## src/pfd_consts.svh

```systemverilog
// constants for the first-stage pll reference and feedback dividers
// assumes an 8-bit register port with byte addresses as below
// How it works
// (RL1) primary divides 1..4095, secondary 4..511
// (RL2) reference predivider divides by 1..4095
// (RL3) powerdown bit set stops secondary divider
// (RL4) software powers down unused secondary divider
// (RL5) software matches feedback phase select range
// (RL6) software matches reference phase select range
// (RL7) both phase selects set lock window
// (RL8) cascade bit picks primary or product
`ifndef PFD_CONSTS_SVH
`define PFD_CONSTS_SVH

// ----------------------------------------------------------------
// register byte offsets
// ----------------------------------------------------------------
`define PFD_OFS_FB_HI 8'h00
`define PFD_OFS_FB_LO 8'h01
`define PFD_OFS_SEC_LO 8'h02
`define PFD_OFS_SEC_HI 8'h03
`define PFD_OFS_REF_HI 8'h04
`define PFD_OFS_REF_LO 8'h05
`define PFD_OFS_STATUS 8'h06

// ----------------------------------------------------------------
// field positions
// ----------------------------------------------------------------
`define PFD_PHASE_MSB 7
`define PFD_PHASE_LSB 5
`define PFD_PD_BIT 4
`define PFD_HI_NIB_MSB 3
`define PFD_SEC_MSB_BIT 7
`define PFD_CASCADE_BIT 0

// ----------------------------------------------------------------
// reset values
// ----------------------------------------------------------------
`define PFD_RST_FB_DIV 12'hc00
`define PFD_RST_REF_DIV 12'hc00
`define PFD_RST_SEC_DIV 9'h060
`define PFD_RST_PHASE 3'h0
`define PFD_RST_PD 1'b0
`define PFD_RST_CASCADE 1'b0

`endif

```

## src/pfd_pkg.sv

```systemverilog
// types shared by the divider block
// assumes the constants header supplies widths' reset values
package pfd_pkg;
   // divider field widths
   typedef logic [11:0] pfd_div12_t;
   typedef logic [8:0] pfd_div9_t;
   typedef logic [2:0] pfd_phase_t;
endpackage

```

## src/pfd_div_if.sv

```systemverilog
// signals between the block top and one divider instance
// assumes a single core clock drives both ends
`timescale 1ns/1ps
interface pfd_div_if #(parameter int W = 12);
   logic [W-1:0] div_value; // programmed divide ratio
   logic [2:0] phase_sel; // lock sampling window select
   logic enable; // divider running
   logic tick; // one input edge, one cycle pulse
   logic out_pulse; // one cycle pulse per divided period
   logic win_open; // count lies inside the lock window
   modport ctl(output div_value, phase_sel, enable, tick,
      input out_pulse, win_open);
   modport div(input div_value, phase_sel, enable, tick,
      output out_pulse, win_open);
endinterface

```

## src/pfd_top.sv

```systemverilog
// first-stage pll reference predivider and feedback dividers
// assumes reference and vcxo clocks are far slower than the core
// clock and arrive asynchronously on pins
//
// The strobed register port and the register addresses are this design's own decisions.
`timescale 1ns/1ps
`include "pfd_consts.svh"
module pfd_top (
   input wire logic i_core_clk,
   input wire logic i_nrst,
   input wire logic [7:0] i_addr,
   input wire logic [7:0] i_wdata,
   input wire logic i_wr,
   input wire logic i_rd,
   output logic [7:0] o_rdata,
   input wire logic i_ref_clk,
   input wire logic i_vcxo_clk,
   output logic o_ref_div_pulse,
   output logic o_fb_div_pulse,
   output logic o_lock_sample,
   output logic o_lock_in_window
);
   // ----------------------------------------------------------------
   // configuration registers
   // ----------------------------------------------------------------
   pfd_pkg::pfd_div12_t fb_div_primary_ff; // primary ratio
   pfd_pkg::pfd_div9_t fb_div_secondary_ff; // secondary ratio
   pfd_pkg::pfd_div12_t ref_predivider_ff; // reference ratio
   pfd_pkg::pfd_phase_t feedback_phase_sel_ff; // feedback window
   pfd_pkg::pfd_phase_t ref_phase_sel_ff; // reference window
   logic fb_secondary_powerdown_ff; // secondary stopped
   logic feedback_cascade_sel_ff; // product path chosen
   logic [7:0] rdata_ff; // read data, one cycle after strobe

   // ----------------------------------------------------------------
   // pin synchronisers and edge detect
   // ----------------------------------------------------------------
   logic [1:0] ref_sync_ff; // [0] feeds only [1]
   logic [1:0] vcxo_sync_ff;
   logic ref_prev_ff; // last synchronised level
   logic vcxo_prev_ff;
   logic ref_tick; // rising reference edge
   logic vcxo_tick; // rising vcxo edge

   // two stages before anything reads the pins
   always_ff @(posedge i_core_clk or negedge i_nrst) begin
      if (!i_nrst) begin
         ref_sync_ff <= 2'b00;
         vcxo_sync_ff <= 2'b00;
         ref_prev_ff <= 1'b0;
         vcxo_prev_ff <= 1'b0;
      end else begin
         ref_sync_ff <= {ref_sync_ff[0], i_ref_clk};
         vcxo_sync_ff <= {vcxo_sync_ff[0], i_vcxo_clk};
         ref_prev_ff <= ref_sync_ff[1];
         vcxo_prev_ff <= vcxo_sync_ff[1];
      end
   end

   assign ref_tick = ref_sync_ff[1] && !ref_prev_ff;
   assign vcxo_tick = vcxo_sync_ff[1] && !vcxo_prev_ff;

   // ----------------------------------------------------------------
   // register writes
   // ----------------------------------------------------------------
   // each field is stored as written; range is left to software
   always_ff @(posedge i_core_clk or negedge i_nrst) begin
      if (!i_nrst) begin
         fb_div_primary_ff <= `PFD_RST_FB_DIV;
         feedback_phase_sel_ff <= `PFD_RST_PHASE;
         fb_secondary_powerdown_ff <= `PFD_RST_PD;
      end else if (i_wr && i_addr == `PFD_OFS_FB_HI) begin
         feedback_phase_sel_ff <=
            i_wdata[`PFD_PHASE_MSB:`PFD_PHASE_LSB];
         fb_secondary_powerdown_ff <= i_wdata[`PFD_PD_BIT];
         fb_div_primary_ff[11:8] <= i_wdata[`PFD_HI_NIB_MSB:0];
      end else if (i_wr && i_addr == `PFD_OFS_FB_LO) begin
         fb_div_primary_ff[7:0] <= i_wdata;
      end
   end

   // secondary ratio and cascade select
   always_ff @(posedge i_core_clk or negedge i_nrst) begin
      if (!i_nrst) begin
         fb_div_secondary_ff <= `PFD_RST_SEC_DIV;
         feedback_cascade_sel_ff <= `PFD_RST_CASCADE;
      end else if (i_wr && i_addr == `PFD_OFS_SEC_LO) begin
         fb_div_secondary_ff[7:0] <= i_wdata;
      end else if (i_wr && i_addr == `PFD_OFS_SEC_HI) begin
         fb_div_secondary_ff[8] <= i_wdata[`PFD_SEC_MSB_BIT];
         feedback_cascade_sel_ff <= i_wdata[`PFD_CASCADE_BIT];
      end
   end

   // reference ratio and its phase select
   always_ff @(posedge i_core_clk or negedge i_nrst) begin
      if (!i_nrst) begin
         ref_predivider_ff <= `PFD_RST_REF_DIV;
         ref_phase_sel_ff <= `PFD_RST_PHASE;
      end else if (i_wr && i_addr == `PFD_OFS_REF_HI) begin
         ref_phase_sel_ff <= i_wdata[`PFD_PHASE_MSB:`PFD_PHASE_LSB];
         ref_predivider_ff[11:8] <= i_wdata[`PFD_HI_NIB_MSB:0];
      end else if (i_wr && i_addr == `PFD_OFS_REF_LO) begin
         ref_predivider_ff[7:0] <= i_wdata;
      end
   end

   // ----------------------------------------------------------------
   // divider instances
   // ----------------------------------------------------------------
   pfd_div_if #(.W(12)) ref_if ();
   pfd_div_if #(.W(12)) prim_if ();
   pfd_div_if #(.W(9)) sec_if ();

   // (RL2) reference predivider on reference edges
   assign ref_if.div_value = ref_predivider_ff;
   assign ref_if.phase_sel = ref_phase_sel_ff;
   assign ref_if.enable = 1'b1;
   assign ref_if.tick = ref_tick;

   // (RL1) primary divider on vcxo edges
   assign prim_if.div_value = fb_div_primary_ff;
   assign prim_if.phase_sel = feedback_phase_sel_ff;
   assign prim_if.enable = 1'b1;
   assign prim_if.tick = vcxo_tick;

   // (RL3) powerdown stops the secondary divider
   assign sec_if.div_value = fb_div_secondary_ff;
   assign sec_if.phase_sel = feedback_phase_sel_ff;
   assign sec_if.enable = !fb_secondary_powerdown_ff;
   assign sec_if.tick = prim_if.out_pulse;

   pfd_divider #(.W(12)) u_ref_div (
      .i_core_clk(i_core_clk),
      .i_nrst(i_nrst),
      .bus(ref_if)
   );

   pfd_divider #(.W(12)) u_prim_div (
      .i_core_clk(i_core_clk),
      .i_nrst(i_nrst),
      .bus(prim_if)
   );

   pfd_divider #(.W(9)) u_sec_div (
      .i_core_clk(i_core_clk),
      .i_nrst(i_nrst),
      .bus(sec_if)
   );

   // ----------------------------------------------------------------
   // feedback selection and lock window
   // ----------------------------------------------------------------
   logic fb_pulse; // selected feedback edge
   logic fb_win; // selected feedback window
   logic ref_pulse_ff;
   logic fb_pulse_ff;
   logic sample_ff;
   logic in_win_ff;

   // (RL8) cascade picks primary times secondary
   assign fb_pulse = feedback_cascade_sel_ff ? sec_if.out_pulse
      : prim_if.out_pulse;
   assign fb_win = feedback_cascade_sel_ff
      ? (sec_if.win_open && prim_if.win_open) : prim_if.win_open;

   // registered divided outputs
   always_ff @(posedge i_core_clk or negedge i_nrst) begin
      if (!i_nrst) begin
         ref_pulse_ff <= 1'b0;
         fb_pulse_ff <= 1'b0;
      end else begin
         ref_pulse_ff <= ref_if.out_pulse;
         fb_pulse_ff <= fb_pulse;
      end
   end

   // (RL7) sample on either edge, both windows
   // a sample is taken at every reference or feedback edge; the
   // result holds until the next sample so slow loops stay visible
   always_ff @(posedge i_core_clk or negedge i_nrst) begin
      if (!i_nrst) begin
         sample_ff <= 1'b0;
         in_win_ff <= 1'b0;
      end else begin
         sample_ff <= ref_if.out_pulse || fb_pulse;
         if (ref_if.out_pulse || fb_pulse) begin
            in_win_ff <= ref_if.win_open && fb_win;
         end
      end
   end

   // ----------------------------------------------------------------
   // register reads
   // ----------------------------------------------------------------
   // unmapped addresses and reserved bits read as zero
   always_ff @(posedge i_core_clk or negedge i_nrst) begin
      if (!i_nrst) begin
         rdata_ff <= 8'h00;
      end else if (i_rd) begin
         unique case (i_addr)
            `PFD_OFS_FB_HI: rdata_ff <= {feedback_phase_sel_ff,
               fb_secondary_powerdown_ff, fb_div_primary_ff[11:8]};
            `PFD_OFS_FB_LO: rdata_ff <= fb_div_primary_ff[7:0];
            `PFD_OFS_SEC_LO: rdata_ff <= fb_div_secondary_ff[7:0];
            `PFD_OFS_SEC_HI: rdata_ff <= {fb_div_secondary_ff[8],
               6'h00, feedback_cascade_sel_ff};
            `PFD_OFS_REF_HI: rdata_ff <= {ref_phase_sel_ff, 1'b0,
               ref_predivider_ff[11:8]};
            `PFD_OFS_REF_LO: rdata_ff <= ref_predivider_ff[7:0];
            `PFD_OFS_STATUS: rdata_ff <= {5'h00, sec_if.enable,
               fb_win, in_win_ff};
            default: rdata_ff <= 8'h00;
         endcase
      end else begin
         // data stand only in the cycle after the strobe
         rdata_ff <= 8'h00;
      end
   end

   assign o_rdata = rdata_ff;
   assign o_ref_div_pulse = ref_pulse_ff;
   assign o_fb_div_pulse = fb_pulse_ff;
   assign o_lock_sample = sample_ff;
   assign o_lock_in_window = in_win_ff;
endmodule

```

## src/pfd_divider.sv

```systemverilog
// one programmable edge-count divider with a lock window flag
// assumes tick is already synchronous to the core clock
`timescale 1ns/1ps
module pfd_divider #(
   parameter int W = 12
) (
   input wire logic i_core_clk,
   input wire logic i_nrst,
   pfd_div_if.div bus
);
   // ----------------------------------------------------------------
   // count state
   // ----------------------------------------------------------------
   logic [W-1:0] cnt_ff; // edges since last terminal count
   logic pulse_ff; // registered divided output
   logic [W-1:0] last; // terminal count value
   logic [W-1:0] width; // window half width in input edges

   // a zero ratio is illegal; run it as divide by one
   assign last = (bus.div_value == '0) ? '0 : bus.div_value - W'(1);
   assign width = W'(1) << bus.phase_sel;

   // (RL1) count input edges
   always_ff @(posedge i_core_clk or negedge i_nrst) begin
      if (!i_nrst) begin
         cnt_ff <= '0;
      end else if (!bus.enable) begin
         // held at zero while stopped so restart is clean
         cnt_ff <= '0;
      end else if (bus.tick) begin
         cnt_ff <= (cnt_ff >= last) ? '0 : cnt_ff + W'(1);
      end
   end

   // one output pulse at each terminal count
   always_ff @(posedge i_core_clk or negedge i_nrst) begin
      if (!i_nrst) begin
         pulse_ff <= 1'b0;
      end else begin
         pulse_ff <= bus.enable && bus.tick && (cnt_ff >= last);
      end
   end

   // (RL7) window straddles the divider edge
   always_comb begin
      if (!bus.enable) begin
         bus.win_open = 1'b0;
      end else if ({1'b0, bus.div_value} <= {1'b0, width}) begin
         // short ratio: the whole period counts as inside
         bus.win_open = 1'b1;
      end else begin
         bus.win_open = (cnt_ff < width) ||
            (cnt_ff >= bus.div_value - width);
      end
   end

   assign bus.out_pulse = pulse_ff;
endmodule

```

## config.mk

```make
export PLATFORM = sky130hd
export DESIGN_NAME = pfd_top
export DESIGN_NICKNAME = d
export VERILOG_FILES = /design/src/pfd_pkg.sv /design/src/pfd_div_if.sv /design/src/pfd_top.sv /design/src/pfd_divider.sv
export VERILOG_INCLUDE_DIRS = /design/src /design/src/src
export SDC_FILE = /design/constraint.sdc
export NUM_CORES = 1
export LEC_CHECK = 0
export BUFFER_PORTS_ARGS = -buffer_cell sky130_fd_sc_hd__buf_2
export CORE_UTILIZATION = 30
export CTS_CLUSTER_SIZE = 8
export DETAILED_ROUTE_END_ITERATION = 10
export PLACE_DENSITY = 0.47
export SLEW_MARGIN = 40
export SYNTH_ARGS = -nofsm -noshare
export SYNTH_HDL_FRONTEND = slang
export SYNTH_SLANG_ARGS = --single-unit
```

## constraint.sdc

```tcl
create_clock -name i_core_clk -period 4.54 [get_ports i_core_clk]
set_clock_uncertainty 0.15 [all_clocks]
set_input_delay 0.908 -clock i_core_clk [delete_from_list [all_inputs] [get_ports i_core_clk]]
set_output_delay 0.908 -clock i_core_clk [all_outputs]
set_load 0.01 [all_outputs]
```

== Word level (Yosys, flattened, before mapping) ==
Index checks and enable logic that the tools add are counted.

* Add/subtract/negate cells: 9
* Order comparisons: 12
* Eq/ne operators: 6
* Shifts and indexed selects: 3
* Multiplexer cells: 16
* Bitwise logic cells: 3
* Reduce and logical (&&, ||, !) cells: 29

{| class="wikitable"
|+ Operators by type and width
! operator !! number
|-
| $pmux 8 s7 || 1
|-
| $ge 12x12->1 || 4
|-
| $mux 12 || 4
|-
| $mux 9 || 4
|-
| $add 12x1->12 const B || 2
|-
| $eq 8x3->1 const B || 3
|-
| $le 12x12->1 || 2
|-
| $logic_not 12->1 || 2
|-
| $lt 12x12->1 || 2
|-
| $shl 1x3->12 const A || 2
|-
| $sub 12x1->12 const B || 2
|-
| $sub 12x12->12 || 2
|-
| $ge 9x9->1 || 2
|-
| $eq 8x2->1 const B || 2
|-
| $logic_and 1x1->1 || 14
|-
| $add 9x1->9 const B || 1
|-
| $le 9x9->1 || 1
|-
| $logic_not 9->1 || 1
|-
| $lt 9x9->1 || 1
|-
| $shl 1x3->9 const A || 1
|-
| $sub 9x1->9 const B || 1
|-
| $sub 9x9->9 || 1
|-
| $eq 8x1->1 const B || 1
|-
| $logic_not 8->1 || 1
|-
| 7 further kinds || 21
|}

* Register bits after elaboration: 95
* Input port bits: 22
* Output and inout port bits: 12
* Logic and storage cells: 103

== Depth between registers and ports, before layout ==
* Word-level depth: 10
* Depth in mapped cells: 17
* Gate-level depth less buffers: 17

== Hierarchy ==
From an unflattened synthesis, not the netlist that was laid out.

* Cells, all modules: 944
* Area total of the unflattened synthesis: 8501.9 um^2

{| class="wikitable"
|+ Modules (own cells, without submodules)
! module !! times used !! cells each !! area an instance (um^2) !! sequential area each (um^2)
|-
| pfd_top || 1 || 188 || 2573.7 || 1483.9
|-
| pfd_divider (u_prim_div) || 1 || 266 || 2097.0 || 325.3
|-
| pfd_divider (u_ref_div) || 1 || 264 || 2088.3 || 325.3
|-
| pfd_divider (u_sec_div) || 1 || 226 || 1742.9 || 250.2
|}

== Least setup slack after synthesis ==
No wires, ideal clock.

* Kind: register to register
* From: register ref_phase_sel_ff[0] (netlist: ref_if.phase_sel[0])
* To: register in_win_ff (netlist: o_lock_in_window)
* Setup time: 0.133 ns
* Arrival: 3.691 ns
* Required time: 4.257 ns
* Path slack: 0.566 ns
* Stages on the path, launching flop included: 17
* Buffers on the path: 1
* Period minus slack after synthesis: 3.974 ns
* Cells stage by stage: dfrtp_1 clkbuf_1 or3b_2 ha_1 nor2b_1 o21a_1 o21ai_0 a21oi_1 o311a_1 or2_2 ha_1 a21boi_0 a2111oi_0 o21ai_0 o2111ai_1 and3_1 o31ai_1

* Longest elaborated chain between the ends: 6
* Elaborated cells between the ends (all ways): 8
* Those cells by class: 1 x add/sub; 3 x order compare; 1 x shift; 1 x mux; 2 x reduce/logical

{| class="wikitable"
|+ Ends and longest elaborated chain
! item !! line !! text
|-
| from (decl) || pfd_top.sv:30 || <nowiki>pfd_pkg::pfd_phase_t ref_phase_sel_ff;</nowiki>
|-
| from (signal assigned) || pfd_top.sv:99 || <nowiki>ref_phase_sel_ff <= `PFD_RST_PHASE;</nowiki>
|-
| from (signal assigned) || pfd_top.sv:101 || <nowiki>ref_phase_sel_ff <= i_wdata[`PFD_PHASE_MSB:`PFD_PHASE_LSB];</nowiki>
|-
| $shl 1x3->12 * || pfd_divider.sv:21 || <nowiki>assign width = W'(1) << bus.phase_sel;</nowiki>
|-
| $sub 12x12->12 || pfd_divider.sv:53 || <nowiki>(cnt_ff >= bus.div_value - width);</nowiki>
|-
| $ge 12x12->1 || pfd_divider.sv:53 ||
|-
| $logic_or 1x1->1 || pfd_divider.sv:52 || <nowiki>bus.win_open = (cnt_ff < width) ||</nowiki>
|-
| $mux 1 * || pfd_divider.sv:48 || <nowiki>end else if ({1'b0, bus.div_value} <= {1'b0, width}) begin</nowiki>
|-
| $logic_and 1x1->1 * || pfd_top.sv:188 || <nowiki>in_win_ff <= ref_if.win_open && fb_win;</nowiki>
|-
| to (signal assigned) || pfd_top.sv:188 ||
|-
| to (decl) || pfd_top.sv:159 || <nowiki>logic in_win_ff;</nowiki>
|}

Mark *: on every way between the ends. The rest lies on a longest branch, timed or not.
A chain may end at the register's enable or synchronous reset.

== Worst setup path in the final report ==
Ends and elaborated chain as after synthesis.

==> flow_summary_export.csv <==
group,metric,value,unit
synthesis,synthMuxAreaShare,7.22,%
power,p_leak,4.26,nW
finish,area_growth,12.0,%
critical_path,path_class,"reg2reg",
critical_path,path_buf_inv,0,
run_status,status,"complete, no violations",
power,power-per-cell-area,348,mW/mm²
clock_network,root_buffer,"clkbuf_16",
synthesis,synthAdderAreaFrac,19.4,%
critical_path,rrSetupSlack,0.31,ns
placed_design,dp_hpwl,17300,µm
floorplan,start_util,30.9,%
sta,fin_crit_sh,93.1,%
finish,multiInputGateArea,0.00528,mm²
sta,hold_ws,0.203,ns
critical_path,startpoint,"ref_if.phase_sel[0]$_DFFE_PN0P_",
clock_network,clock_sinks,95,
finish,seqCellArea,0.00238,mm²
global_routing,grt_pass1_wl,36200,µm
placed_design,dp_cells,1196,
routing,ant_nets,0,
routing,drt_first_pass_iters,5,
sta,setup_tns,0,ns
critical_path,cp.required,4.61,ns
synthesis,syn_area_per_cell,9.41,µm²
synthesis,synthFlopType,"dfrtp_1",
sta,setup_viol,0,
synthesis,synth_area,0.00785,mm²
sta,hold_violations,0,
finish,final_common_cell,"ha_1",
synthesis,synth_xor_xnor_area_share,6.92,%
placed_design,gp_congestion,0.803,
critical_path,endpoint_kind,"register",
floorplan,dieHeight,164,µm
finish,nets,1019,
global_routing,grt_max_degree,60,
synthesis,synth_enable_flop_cells,0,
synthesis,synth_nets,976,
global_routing,track_usage,18.0,%
critical_path,critPathLaunchType,"register",
sta,slew_violations,0,
synthesis,ys_seq_area_share,30.4,%
floorplan,rows,58,
synthesis,yosys.area_share.simple,20.0,%
synthesis,yosys_warnings,0,
routing,routed_wl,22700,µm
sta,fmax,237,MHz
critical_path,r2r-start,"ref_if.phase_sel[0]$_DFFE_PN0P_",
clock_network,postCtsSetupRepairBufs,0,
clock_network,clock_path_buffers,2,
synthesis,syn_inst,834,
critical_path,cp_max_fo,11,
sta,slew-limit-headroom,49.7,%
routing,wl_per_cell,18.7,µm
global_routing,gr-total-overflow,0,
clock_network,htreeDepth,3,
routing,vias,6236,
hold_path,hold_path.class,"reg2reg",
routing,drtIter0Drc,359,
finish,drive_above_1_share,14.7,%
clock_network,path_clk_slew,0.07,ns
sta,tightestPinTransition,0.747,ns
hold_path,min_from,"ref_sync_ff[0]$_DFF_PN0_",
critical_path,crit_chain,"or3b_2, ha_1, nor2b_1, o21a_1, o21ai_0, a21oi_1, o311a_1, or2_2, ha_1, a21boi_0, a2111oi_0, o21ai_0, o2111ai_1, and3_1, o31ai_1",
power,ir_worst_vdd,0.215,mV
clock_network,cts_made_buffers,9,
critical_path,slowest_stage,"or3b_2",
clock_network,worstSkewPairLatency,0.36,ns
sta,fin_crit,4.23,ns
floorplan,coreArea,0.0254,mm²
floorplan,io_pins,34,
global_routing,grt_pass1_vias,6384,
floorplan,dieWidth,164,µm
synthesis,synth-seq-cells,95,
synthesis,synth_compound_area_share,13.8,%
finish,instances_no_fill,1213,
sta,rsz0062_at_grt,"no",
critical_path,arrival,4.30,ns
critical_path,cpPeakStageDelay,0.54,ns
clock_network,cts_tree,"yes",
global_routing,antenna_found_initial,2,
placed_design,io_buffers,33,
critical_path,cp_top_family,"compound AO/OA/AOI/OAI gates",
routing,drc,0,
synthesis,synth_cell_types,67,
finish,layout_common_cells,"ha_1 (117), dfrtp_1 (89), nand2_1 (77)",
synthesis,async_flop_share,100,%
floorplan,fp.dieArea,0.0268,mm²
synthesis,synth_top_family_by_area,"simple AND/OR/NAND/NOR gates",
finish,nFillCells,2633,
routing,viasPerCell,5.14,
flow_run,maxCapViolCount,0,
## layer usage
metal	global-route usage (%)	share of wire, %	routed length, µm	vias to the layer above
met5	0	0.048	11	-
met4	6.23	2.2	488	2
met3	2.98	3.6	824	25
met2	31.1	49	11100	94
met1	22.6	45	10300	2969
li1	-	-	-	3146
## power breakdown
part / total (mW) / internal [mW] / switching [mW]
logic: 1.17 / 0.534 / 0.640
registers: 1.07 / 0.918 / 0.148
clock network: 0.821 / 0.447 / 0.374
total: 3.06 / 1.90 / 1.16
## worst register-to-register path: cells and delay by family, from the launching register on
kind                     cells  cell delay, ns
flip-flops                   1            0.53
AND/OR/NAND/NOR              4            1.17
adder cells (fa/ha/maj)      2            0.60
AO/OA/AOI/OAI                9            1.65
## cells by family after synthesis
logic type	count (synthesis)
flops	95
mux	47
fa+ha+maj	120
buf+inv	47
xor+xnor	62
simple gates	295
compound gates	168
## state kept, by name, indices dropped and copies added (netlist names), 8 cells and up
| signal | flops |
|---|---|
| fb_div_secondary_ff | 9 |
| u_ref_div.cnt_ff | 12 |
| fb_div_primary_ff | 12 |
| u_prim_div.cnt_ff | 12 |
| o_rdata | 8 |
| u_sec_div.cnt_ff | 9 |
| ref_if.div_value | 12 |
## through the flow
stage	utilization, %	power (mW)	worst slack (ns)	cell area (µm²)
floorplan	-	1.91	0.566	7850
global placement	33.4	2.26	0.323	8480
detailed placement	33.4	2.27	0.293	8490
CTS	34.6	3.11	0.248	8790
global route	34.6	3.33	0.00597	8790
finish	34.6	3.06	0.314	8790
## cell type report
type / count / area share (%)
inverters: 29 / 1.24
well taps: 330 / 4.70
multi-input cells: 692 / 60.1
clock inverters: 4 / 0.626
repair buffers: 50 / 3.40
clock buffers: 12 / 2.80
diodes: 1 / 0.0285
flip-flops and latches: 95 / 27.1
## cells in the mapped netlist, types with 6 or more instances
library cell | n | area (µm²)
nand3_1 | 27 | 135
a22oi_1 | 10 | 75.1
nand4_1 | 16 | 100
xor2_1 | 36 | 315
and3_1 | 10 | 62.6
ha_1 | 117 | 1460
mux2_2 | 35 | 394
a21oi_1 | 52 | 260
nor3_1 | 20 | 100
mux2_4 | 8 | 120
a211oi_1 | 8 | 60.1
nand2b_1 | 21 | 131
dfrtp_1 | 89 | 2230
clkbuf_1 | 15 | 56.3
dfstp_2 | 6 | 158
nor2_1 | 54 | 203
nand3b_1 | 7 | 52.6
a21o_1 | 17 | 128
nand2_1 | 77 | 289
inv_1 | 29 | 109
o21ai_0 | 30 | 150
nor2b_1 | 13 | 81.3
or3_1 | 8 | 50.1
nor3b_1 | 8 | 60.1
xnor2_1 | 26 | 228
## final timing paths
path                                                   endpoint  cells past startpoint
worst min register to register         ref_sync_ff[1]$_DFF_PN0_                      0
min in group asynchronous             vcxo_sync_ff[0]$_DFF_PN0_                      1
worst max-delay path               o_lock_in_window$_DFFE_PN0P_                     15
worst min-delay path                   ref_sync_ff[1]$_DFF_PN0_                      0
max in group asynchronous       u_sec_div.cnt_ff[8]$_DFFE_PN0P_                      2
worst max register to register     o_lock_in_window$_DFFE_PN0P_                     15
## timing repair
action / in CTS / in global routing
hold buffers: 0 / 0
gates resized for setup: 0 / 1
endpoints found under the setup margin: 0 / 2
(Power assumes the default switching activity.)
